**src/shared/flash_protect_cfg.svh**
```systemverilog
// Purpose: Offsets, fields, reset values and timing for the flash
//          protection and erase controller.
// Assumes: 25 MHz system clock, APB register access, byte addresses.
// Notes:   Definitions only; the package holds the types.
//
// Functional notes
// - Ignore erase input highs shorter than 100 ms
// - Pin erase returns flash to all ones
// - Driving erase pin low as output never erases
// - Erase pin starts in system function
// - 64-page lock regions, one lock bit each
// - Locked program or erase aborts, raises interrupt
// - Set-lock protects region, clear-lock unprotects
// - Qualified erase pin clears all lock bits
// - Security bit blocks debug and fast programming
// - Security set by command, cleared by pin erase
// - Calibration bits read-only, untouched by erase
// - 128-bit unique identifier, read-only, erase-proof
// - Single bank of 256-byte pages, 1024 max
// - 128-byte write buffer through 32-bit accesses
// - Software selects 128-bit or 64-bit reads
// - Command returns flash organisation descriptor
`ifndef FLASH_PROTECT_CFG_SVH
`define FLASH_PROTECT_CFG_SVH

// Register byte offsets
`define OFF_CTRL   8'h00
`define OFF_CMD    8'h04
`define OFF_STAT   8'h08
`define OFF_RES    8'h0C
`define OFF_LOCK   8'h10
`define OFF_GPNV   8'h14
`define OFF_CAL    8'h18
`define OFF_UID0   8'h20
`define OFF_UID1   8'h24
`define OFF_UID2   8'h28
`define OFF_UID3   8'h2C
`define OFF_WBUF   8'h80

// Field positions
`define CTRL_WIDE    0
`define CTRL_WS_LSB  4
`define CTRL_PINSEL  8
`define CTRL_GPOUT   9
`define CMD_ARG_LSB  8
`define STAT_READY   0
`define STAT_LOCKERR 1

// Reset values
`define CTRL_WIDE_RST 1'b1
`define CTRL_WS_RST   4'h0

// Organisation
`define PAGE_BYTES       256
`define FLASH_PAGES      1024
`define PAGES_PER_REGION 64
`define LOCK_BITS        16
`define WBUF_BYTES       128

// Timing
`define CLK_HZ          25000000
`define ERASE_IGNORE_MS 100
`define DEB_CYCLES_CALC ((64'(`ERASE_IGNORE_MS) * 64'(`CLK_HZ)) / 64'd1000)

`endif

```
**src/shared/flash_protect_pkg.sv**
```systemverilog
// Purpose: Types shared by the flash protection controller files.
// Assumes: Constants come from flash_protect_cfg.svh.
// Notes:   Command codes are the low byte of a command write.
package flash_protect_pkg;

  // Controller sequencing
  typedef enum logic [0:0] {
    ST_IDLE  = 1'b0,
    ST_PIN   = 1'b1
  } ctl_state_e;

  // Command codes
  typedef enum logic [7:0] {
    CMD_DESC    = 8'h00,
    CMD_PROG    = 8'h01,
    CMD_ERASE   = 8'h03,
    CMD_SETLOCK = 8'h08,
    CMD_CLRLOCK = 8'h09,
    CMD_SETGP   = 8'h0B
  } cmd_e;

endpackage

```
**src/shared/erase_if.sv**
```systemverilog
// Purpose: Carries the erase pin level and qualified erase event.
// Assumes: Single clock domain.
// Notes:   hit is a one-cycle pulse.
`timescale 1ns/1ps
interface erase_if;
  logic level;
  logic arm;
  logic hit;

  modport deb (input level, input arm, output hit);
  modport ctl (output level, output arm, input hit);
endinterface // erase_if

```
**src/hw/flash_protect_erase_ctrl.sv**
```systemverilog
// Purpose: Flash protection, lock regions, security bit, erase pin,
//          write buffer and command decode behind an APB slave.
// Assumes: Zero-wait APB, flash array signals synchronous to sys_clk.
// Notes:   Commands are refused while a pin erase is in progress.
//          A pin hit counts only while the pin is armed, so output
//          mode and a running erase can never start a second erase.
//
// The APB register port and the address map were decided locally.
`timescale 1ns/1ps
`include "flash_protect_cfg.svh"
module flash_protect_erase_ctrl
  import flash_protect_pkg::*;
#(
  parameter int unsigned  DEB_CYCLES = 32'(`DEB_CYCLES_CALC),
  parameter int           PAGES      = `FLASH_PAGES,
  parameter int           NL         = `LOCK_BITS,
  parameter logic [31:0]  CALIB      = 32'h0000_5A5A,   // Arbitrary value
  parameter logic [127:0] UID        = 128'h0011_2233_4455_6677_8899_AABB_CCDD_EEFF // Arbitrary
)(
  input  logic        sys_clk,
  input  logic        rst,
  input  logic        psel,
  input  logic        penable,
  input  logic        pwrite,
  input  logic [7:0]  paddr,
  input  logic [31:0] pwdata,
  output logic [31:0] prdata,
  output logic        pready,
  output logic        pslverr,
  input  logic        erase_pin_in,
  output logic        erase_pin_out,
  output logic        erase_pin_oe,
  input  logic        dbg_req,
  output logic        dbg_grant,
  input  logic        fpi_req,
  output logic        fpi_grant,
  output logic        flash_prog_req,
  output logic        flash_erase_req,
  output logic        flash_full_erase_req,
  output logic [$clog2(PAGES)-1:0] flash_page,
  input  logic        flash_done,
  output logic        flash_wide128,
  output logic [3:0]  flash_wait_states,
  input  logic [$clog2(`WBUF_BYTES/4)-1:0] buf_rd_idx,
  output logic [31:0] buf_rd_data,
  output logic        cmd_abort_irq
);
  localparam int PW  = $clog2(PAGES);
  localparam int LW  = (NL > 1) ? $clog2(NL) : 1;
  localparam int WW  = `WBUF_BYTES / 4;
  localparam int SH  = $clog2(`PAGES_PER_REGION);

  typedef struct packed {
    ctl_state_e           st;
    logic                 wide;
    logic [3:0]           ws;
    logic                 pin_gpio;
    logic                 gpio_out;
    logic [NL-1:0]        lock;
    logic                 sec;
    logic                 err;
    logic [31:0]          result;
    logic [31:0]          rdata;
    logic [31:0]          bufo;
    logic                 prog;
    logic                 erase;
    logic                 full;
    logic [PW-1:0]        page;
    logic [WW-1:0][31:0]  wbuf;
  } ctl_s;

  ctl_s ctl_reg;
  ctl_s ctl_next;

  logic          setup;
  logic          acc;
  logic          wr;
  logic          rd;
  logic          cmd_ok;
  logic [PW-1:0] cpage;
  logic [LW-1:0] creg;
  logic          locked;
  cmd_e          ccode;

  erase_if eif();

  // Erase pin filter, armed only in system function and when idle
  assign eif.level = erase_pin_in;
  assign eif.arm   = !ctl_reg.pin_gpio && ctl_reg.st == ST_IDLE;

  erase_debounce #(
    .DEB_CYCLES (DEB_CYCLES)
  ) u_deb (
    .sys_clk (sys_clk),
    .rst     (rst),
    .eif     (eif)
  );

  // APB phase decode
  assign setup  = psel && !penable;
  assign acc    = psel && penable;
  assign wr     = acc && pwrite;
  assign rd     = acc && !pwrite;

  // Command fields and lock lookup
  assign ccode  = cmd_e'(pwdata[7:0]);
  assign cpage  = pwdata[`CMD_ARG_LSB +: PW];
  assign creg   = LW'(cpage >> SH);
  assign locked = ctl_reg.lock[creg];
  assign cmd_ok = wr && paddr == `OFF_CMD && ctl_reg.st == ST_IDLE;

  // Address map check
  function automatic logic is_mapped(input logic [7:0] a);
    logic m;
    m = 1'b0;
    if (a[1:0] == 2'b00)
    begin
      if (a[7])
        m = 1'b1;
      else if (a <= `OFF_CAL || (a >= `OFF_UID0 && a <= `OFF_UID3))
        m = 1'b1;
    end
    return m;
  endfunction

  // Read data mux
  function automatic logic [31:0] rd_word(input logic [7:0] a);
    logic [31:0] v;
    v = 32'h0000_0000;
    if (a[7])
      v = ctl_reg.wbuf[a[6:2]];
    else
    begin
      case (a)
        `OFF_CTRL:
        begin
          v[`CTRL_WIDE]            = ctl_reg.wide;
          v[`CTRL_WS_LSB +: 4]     = ctl_reg.ws;
          v[`CTRL_PINSEL]          = ctl_reg.pin_gpio;
          v[`CTRL_GPOUT]           = ctl_reg.gpio_out;
        end
        `OFF_STAT:
        begin
          v[`STAT_READY]   = ctl_reg.st == ST_IDLE;
          v[`STAT_LOCKERR] = ctl_reg.err;
        end
        `OFF_RES:  v = ctl_reg.result;
        `OFF_LOCK: v[NL-1:0] = ctl_reg.lock;
        `OFF_GPNV: v[0] = ctl_reg.sec;
        `OFF_CAL:  v = CALIB;
        `OFF_UID0: v = UID[31:0];
        `OFF_UID1: v = UID[63:32];
        `OFF_UID2: v = UID[95:64];
        `OFF_UID3: v = UID[127:96];
        default:   v = 32'h0000_0000;
      endcase
    end
    return v;
  endfunction

  // Next-state logic
  always_comb
  begin
    ctl_next       = ctl_reg;
    ctl_next.prog  = 1'b0;
    ctl_next.erase = 1'b0;
    ctl_next.full  = 1'b0;
    ctl_next.bufo  = ctl_reg.wbuf[buf_rd_idx];
    if (setup)
      ctl_next.rdata = rd_word(paddr);
    // Lock error clears on status read
    if (rd && paddr == `OFF_STAT)
      ctl_next.err = 1'b0;
    // Register and buffer writes
    if (wr && paddr[7] && paddr[1:0] == 2'b00)
      ctl_next.wbuf[paddr[6:2]] = pwdata;
    if (wr && paddr == `OFF_CTRL)
    begin
      ctl_next.wide     = pwdata[`CTRL_WIDE];
      ctl_next.ws       = pwdata[`CTRL_WS_LSB +: 4];
      ctl_next.pin_gpio = pwdata[`CTRL_PINSEL];
      ctl_next.gpio_out = pwdata[`CTRL_GPOUT];
    end
    // Command decode, set of error wins over read clear
    if (cmd_ok)
    begin
      unique case (ccode)
        CMD_DESC:
        begin
          unique case (cpage[1:0])
            2'b00:   ctl_next.result = {16'(PAGES), 16'(`PAGE_BYTES)};
            2'b01:   ctl_next.result = {16'(NL), 16'(`PAGES_PER_REGION)};
            2'b10:   ctl_next.result = 32'(`WBUF_BYTES);
            default: ctl_next.result = 32'h0000_0000;
          endcase
        end
        CMD_PROG, CMD_ERASE:
        begin
          if (locked)
            ctl_next.err = 1'b1;
          else
          begin
            ctl_next.prog  = ccode == CMD_PROG;
            ctl_next.erase = ccode == CMD_ERASE;
            ctl_next.page  = cpage;
          end
        end
        CMD_SETLOCK: ctl_next.lock[creg] = 1'b1;
        CMD_CLRLOCK: ctl_next.lock[creg] = 1'b0;
        CMD_SETGP:   ctl_next.sec = 1'b1;
        default:     ctl_next.result = 32'hFFFF_FFFF;
      endcase
    end
    // Pin erase sequence
    unique case (ctl_reg.st)
      ST_IDLE:
        // Hit honoured only while still armed
        if (eif.hit && eif.arm)
        begin
          ctl_next.st   = ST_PIN;
          ctl_next.full = 1'b1;
        end
      ST_PIN:
        if (flash_done)
        begin
          ctl_next.lock = '0;
          ctl_next.sec  = 1'b0;
          ctl_next.st   = ST_IDLE;
        end
    endcase
  end

  // State register; pin starts in system function
  always_ff @(posedge sys_clk)
  begin
    if (rst)
    begin
      ctl_reg      <= '0;
      ctl_reg.wide <= `CTRL_WIDE_RST;
      ctl_reg.ws   <= `CTRL_WS_RST;
    end
    else
      ctl_reg <= ctl_next;
  end

  // Outputs
  assign prdata               = ctl_reg.rdata;
  assign pready               = acc;
  assign pslverr              = acc && !is_mapped(paddr);
  assign erase_pin_out        = ctl_reg.gpio_out;
  assign erase_pin_oe         = ctl_reg.pin_gpio;
  assign dbg_grant            = dbg_req && !ctl_reg.sec;
  assign fpi_grant            = fpi_req && !ctl_reg.sec;
  assign flash_prog_req       = ctl_reg.prog;
  assign flash_erase_req      = ctl_reg.erase;
  assign flash_full_erase_req = ctl_reg.full;
  assign flash_page           = ctl_reg.page;
  assign flash_wide128        = ctl_reg.wide;
  assign flash_wait_states    = ctl_reg.ws;
  assign buf_rd_data          = ctl_reg.bufo;
  assign cmd_abort_irq        = ctl_reg.err;
endmodule // flash_protect_erase_ctrl

```
**src/hw/erase_debounce.sv**
```systemverilog
// Purpose: Debounce of the erase pin level.
// Assumes: Level synchronous to sys_clk.
// Notes:   One hit per continuous armed high interval.
`timescale 1ns/1ps
`include "flash_protect_cfg.svh"
module erase_debounce
  import flash_protect_pkg::*;
#(
  parameter int unsigned DEB_CYCLES = 32'(`DEB_CYCLES_CALC)
)(
  input  logic   sys_clk,
  input  logic   rst,
  erase_if.deb   eif
);
  localparam int CW = $clog2(DEB_CYCLES + 1);

  typedef struct packed {
    logic [CW-1:0] cnt;
    logic          done;
    logic          hit;
    logic [CW-1:0] hlp;
  } deb_s;

  deb_s deb_reg;
  deb_s deb_next;

  // Count armed high cycles, restart on any low
  always_comb
  begin
    deb_next     = deb_reg;
    deb_next.hit = 1'b0;
    if (!eif.level)
    begin
      deb_next.cnt  = '0;
      deb_next.done = 1'b0;
      deb_next.hlp  = '0;
    end
    else if (!eif.arm)
    begin
      deb_next.cnt = '0;  // High while busy keeps done, no second hit
      deb_next.hlp = '0;
    end
    else
    begin
      if (deb_reg.hlp != CW'(DEB_CYCLES))
        deb_next.hlp = deb_reg.hlp + 1'b1;
      if (!deb_reg.done)
      begin
        if (deb_reg.cnt == CW'(DEB_CYCLES - 1))
        begin
          deb_next.hit  = 1'b1;
          deb_next.done = 1'b1;
        end
        else
          deb_next.cnt = deb_reg.cnt + 1'b1;
      end
    end
  end

  // State register
  always_ff @(posedge sys_clk)
  begin
    if (rst)
      deb_reg <= '0;
    else
      deb_reg <= deb_next;
  end

  assign eif.hit = deb_reg.hit;
endmodule // erase_debounce

```
**config.mk**
```make
export PLATFORM = sky130hd
export DESIGN_NAME = flash_protect_erase_ctrl
export DESIGN_NICKNAME = d
export VERILOG_FILES = /design/src/shared/flash_protect_pkg.sv /design/src/shared/erase_if.sv /design/src/hw/flash_protect_erase_ctrl.sv /design/src/hw/erase_debounce.sv
export VERILOG_INCLUDE_DIRS = /design/src /design/src/shared
export SDC_FILE = /design/constraint.sdc
export NUM_CORES = 2
export LEC_CHECK = 0
export ABC_CLOCK_PERIOD_IN_PS = 3400
export BUFFER_PORTS_ARGS = -buffer_cell sky130_fd_sc_hd__buf_2
export CAP_MARGIN = 20
export CORE_ASPECT_RATIO = 0.6
export CORE_MARGIN = 2
export CORE_UTILIZATION = 55
export DETAILED_ROUTE_END_ITERATION = 10
export PLACE_DENSITY_LB_ADDON = 0.1
export SYNTH_ARGS = -nofsm -noshare
export SYNTH_HDL_FRONTEND = slang
export SYNTH_SLANG_ARGS = --single-unit
```
**constraint.sdc**
```tcl
create_clock -name sys_clk -period 3.4 [get_ports sys_clk]
set_input_delay 0 -clock sys_clk [delete_from_list [all_inputs] [get_ports sys_clk]]
set_output_delay 0 -clock sys_clk [all_outputs]
set_load 0.01 [all_outputs]
```
; ---- After elaboration in Yosys (flattened, before gate mapping)
; Cells that the tools add are included.
[totals]
regBits = 1183
input_bits = 54
[classes]
magnitude_cmp = 8
addsub = 1
bitwise = 12
reduce_logical = 41
muxes = 36
eq_ne = 18
[op_table]
columns = operator, n
row1 = $bwmux 1024, 1
row2 = $bmux 32 s5, 2
row3 = $demux 32 s5, 1
row4 = $mux 32, 4
row5 = $pmux 27 s3, 1
row6 = $pmux 16 s5, 1
row7 = $pmux 32 s2, 1
row8 = $mux 50, 1
row9 = $pmux 6 s8, 1
row10 = $pmux 6 s7, 1
row11 = $eq 8x4->1 const B, 5
row12 = $mux 17, 2
row13 = $eq 8x6->1 const B, 4
row14 = $pmux 16 s2, 1
row15 = $eq 8x5->1 const B, 3
row16 = $add 22x1->22 const B, 1
row17 = $eq 22x22->1 const B, 1
row18 = $logic_and 1x1->1, 18
row19 = $and 16x16->16, 1
row20 = $logic_not 8->1, 2
row21 = $not 16->16, 1
row22 = $or 16x16->16, 1
row23 = $lt 5x6->1 const B, 2
row24 = $reduce_or 4->1, 3
row25 = 28 further kinds, 57

; ---- Logic depth before layout (Yosys ltp)
[logic_depth]
word_depth = 10
mapped_depth = 9
ltp_nobuf = 6

; ---- Hierarchy
; Synthesis repeated with hierarchy kept, for this count alone.
[unflattened]
hier_cells = 6297
hier_area_um2 = 56854.5
[modules_own_cells]
columns = module, area_each_um2, n_inst, cells_each
row1 = flash_protect_erase_ctrl, 55634.6, 1, 6153
row2 = erase_debounce, 1219.9, 1, 144

; ---- Worst setup path before layout
; Ideal clock, no wire load.
[synth_path]
path_type = input-to-reg
startpoint = input buf_rd_idx[1]
endpoint = register ctl_reg (netlist bit buf_rd_data[20])
t_arrival_ns = 2.046
path_buffers = 4
path_stages = 7
slack_ns = 1.237
path_cell_list = clkbuf_1 > buf_2 > clkbuf_1 > clkbuf_1 > mux4_2 > mux4_2 > a22o_1
[synth_between]
elab_chain_len = 2
[synth_lines]
columns = element, line
row1 = from (decl), flash_protect_erase_ctrl.sv:44  ; input logic [$clog2(`WBUF_BYTES/4)-1:0] buf_rd_idx,
row2 = $bmux 32 s5, flash_protect_erase_ctrl.sv:168  ; ctl_next.bufo = ctl_reg.wbuf[buf_rd_idx];
row3 = $mux 32 (not written as such), flash_protect_erase_ctrl.sv:168
row4 = to (signal assigned), flash_protect_erase_ctrl.sv:243  ; ctl_reg <= ctl_next;
row5 = to (decl), flash_protect_erase_ctrl.sv:72  ; ctl_s ctl_reg;
; No other way between the ends. The select of a mux whose other input is x is not followed.
; A chain may end at the register's enable or synchronous reset.

; ---- Worst setup path after layout
[layout_path]
startpoint = input paddr[0]
endpoint = register ctl_reg (netlist bit cmd_abort_irq)
[layout_between]
elab_chain_len = 6
word_cells_on_any_way = 9
classes_between = eq/ne (2) / mux (4) / reduce/logical (3)
[layout_lines]
columns = element, line
row1 = from (decl), flash_protect_erase_ctrl.sv:25  ; input logic [7:0] paddr,
row2 = $eq 8x4->1, --
row3 = $logic_and 1x1->1 (no line), --
row4 = $mux 1, flash_protect_erase_ctrl.sv:172  ; if (rd && paddr == `OFF_STAT)
row5 = $mux 1, flash_protect_erase_ctrl.sv:199  ; if (locked)
row6 = $mux 1, flash_protect_erase_ctrl.sv:187  ; unique case (ccode)
row7 = $mux 50 *, flash_protect_erase_ctrl.sv:185  ; if (cmd_ok)
; Every way passes the cells marked *; elsewhere a longest branch is shown, timed or not.

==> results by group <==
Clocking
  – CTS max path bufs: 3
  – Clock root buffer: clkbuf_16
  – Num CTS Buffers: approximately 110
  – Clock latency on the worst-skew pair: ~0.75 ns
  – Hold buffers post-CTS: 49
  – CTS tree: done
  – H-tree depth: 3
  – Post-CTS resize count: 0
  – Sink Count: between 1000 and 1500
  – Setup repair bufs after CTS: 0
  – Clk slew on worst S/H paths: 0.07 ns

Run status
  – Status: completed

Synth
  – Synthesized area: between 50000 and 60000 µm²
  – Fraction of registers with async set/reset: 0%
  – Syn Nets: 6316
  – Complex-gate fraction of the synthesized area: about an eighth
  – Ys flop type: dfxtp_1
  – Top post-synthesis cells by count: nand2_1, dfxtp_1, a21oi_1, mux4_2, clkbuf_1
  – Synth area leader: dfxtp_1
  – EDFF count, synth: 0
  – Total number of yosys warnings: 0
  – Dominant cell by count in the synthesized netlist: nand2_1
  – Fraction of the mapped netlist area in simple logic gates: 17.3%
  – Area contributors post-synth: dfxtp_1, mux4_2, nand2_1
  – Register area share after synthesis: 40.8%
  – Post-synthesis mux area share: between 20% and 30%
  – Yosys reg bits: 1155
  – Syn avg cell area: a little over 9 µm²
  – Synth Area in Adders: less than 1%
  – Combinational family with the most area after synthesis: multiplexers
  – Cells after Synth: approximately 6300
  – Post-synth top area share: 40.8%
  – Xor and xnor area share after synthesis: 0.293%
  – Cell variety after synth: 70

Finish
  – Share of layout cells above drive strength 1: around a fifth
  – Nets@finish: a little over 6000
  – Area Overhead vs Synth: 10.5%
  – Max reg flops: approximately 1000
  – Finished Layout Cells: between 7000 and 8000

Global routing
  – Largest net degree at the start of global routing: about 180
  – Met3 global-route usage: between 10% and 20%
  – Total gr overflow: 0
  – All-Layer GR Usage: between 40% and 50%
  – M2 GR Usage: between 50% and 60%
  – Initial antenna violation count: 9
  – GRT met1 Usage: roughly 61%
  – Top Usage Layer GRT: met1
  – First-pass GRT wire length: between 300000 and 400000 µm
  – Vias in the first global route: ~47000

Worst hold path
  – Min-delay worst type: in2reg

Floorplan
  – DIE WIDTH: about 420 µm
  – Die Y: between 200 and 300 µm
  – DIE AREA: about 110000 µm²
  – I/O pin count: between 100 and 150
  – Core box area: ~100000 µm²
  – Row Count: 91
  – Initial Util: between 50% and 60%

Pwr
  – Combinational share of power: 6.4%
  – Seq pwr share: about 48%
  – Clock share of power: 45.5%
  – Int Pwr: 21.2 mW
  – Psw: between 6 and 7 mW
  – Leak: 20.2 nW
  – Worst VDD drop: 0.462 mV
  – Cell area power density: approximately 450 nW/µm²
  – Switching Share: about a quarter

Placed design
  – Hpwl dp: 141000 µm
  – Placer Congestion: between 0.9 and 1
  – IO Port Bufs: around 140
  – Placed cell count: 7227

Drt
  – DRC viols: 0
  – Vias: between 50000 and 60000
  – DR vias/cell: about 6.8
  – Routed WL per cell: 31.3 µm
  – Drt first pass iters: 8
  – Antenna Nets Post-Route: 0
  – Final wirelength: between 200000 and 250000 µm
  – Initial drt markers: 8505

Timing
  – Final worst path period need: ~2.8 ns
  – Final Skew: between 0.03 and 0.04 ns
  – Worst-Margin Slew: approximately 1.2 ns
  – Max-slew violations: 0
  – FMAX: 0.362 GHz
  – Hold Violations, Final: 0
  – # setup viols final: 0
  – Worst relative slew slack: a little under a quarter
  – Unrepaired setup endpoints after global routing: no
  – Tcrit/Tclk final: 81.2%
  – Setup TNS: 0 ns

Worst setup path
  – CP required: 4.02 ns
  – Startpoint types: input pin
  – Crit path DAT: 3.39 ns
  – CP max FO: 8
  – CP Class: in2reg
  – Reg2reg setup slack: 0.97 ns
  – Crit end category: register

Flow run
  – Max cap viols: 0
==> stage by stage <==
step / util, % / area (µm²) / setup slack (ns) / power [mW] / hold WS, ns
after CTS: 61.1 / 62600 / 0.840 / 28.1 / 0.0139
after floorplan: - / 56700 / 1.24 / 15.0 / 0.136
after detailed placement: 57.1 / 58500 / 0.446 / 15.6 / 0.307
after global routing: 61.1 / 62600 / 0.599 / 28.8 / 0.0641
final: 61.1 / 62600 / 0.638 / 28.2 / 0.0834
after global placement: 57.1 / 58500 / 0.411 / 15.6 / 0.288
==> worst paths after layout <==
check | start | end | depth (start not counted)
worst max register to register | u_deb.deb_reg[24]$_SDFFE_PP0P_ | u_deb.deb_reg[45]$_SDFFE_PP0P_ | 6
worst min register to register | ctl_reg[578]$_SDFFE_PP0P_ | ctl_reg[578]$_SDFFE_PP0P_ | 2
worst max-delay path | paddr[0] | cmd_abort_irq$_SDFF_PP0_ | 8
worst min-delay path | paddr[4] | prdata[0]$_SDFFE_PP0P_ | 5
==> routing by layer <==
metal  vias up  wire length, µm  part of all wire (%)
met4        12            12500                   5.4
met1     24800            88000                    38
met5         -              139                 0.059
li1      21500                -                     -
met2      4034            93500                    40
met3       751            39500                    17
==> cell type report <==
type                            count  area, µm²
Fill cell                        8646      39800
Multi-Input combinational cell   4392      30800
Sequential cell                  1155      23100
Timing Repair Buffer              375       3390
Clock buffer                      165       3240
Tap cell                         1348       1690
Clock inverter                     32        404
Inverter                            6       22.5
Antenna cell                        4       10.0
==> layout by cell type (no fill, tap or decap), types with 60 or more instances in the layout <==
cell type,instances
a21oi_1,1056
a22oi_1,123
buf_12,60
buf_2,135
buf_4,125
clkbuf_16,111
dfxtp_1,1155
mux4_2,565
nand2_1,2104
nor2_1,82
==> power by group through the flow <==
stage                     Sequential [mW]  Combinational (mW)  Clock (mW)
after floorplan                      13.9                1.12           0
after global placement               13.9                1.69           0
after detailed placement             13.9                1.70           0
after CTS                            13.6                1.74        12.8
after global routing                 13.6                1.84        13.4
final                                13.6                1.80        12.8
==> critical path: stages <==
cell and delay (ns):
dlygate4sd3_1 0.53, buf_2 0.17, nor3_1 0.82, nand2_1 0.23, o41ai_1 0.35, dlygate4sd3_1 0.60, a21oi_1 0.07, dlygate4sd3_1 0.60
==> cells by family (layout without fill, tap and decap cells) <==
logic type | count (synthesis) | after routing
other | 0 | 4
muxes | 615 | 615
DFF | 1155 | 1155
xor gates and xnor gates | 19 | 19
AOI/OAI and AO/OA | 1311 | 1311
and+or+nand+nor | 2446 | 2446
adders and majority gates | 1 | 1
buffers and inverters | 714 | 578
No activity file was read; power rests on OpenSTA's default activity.
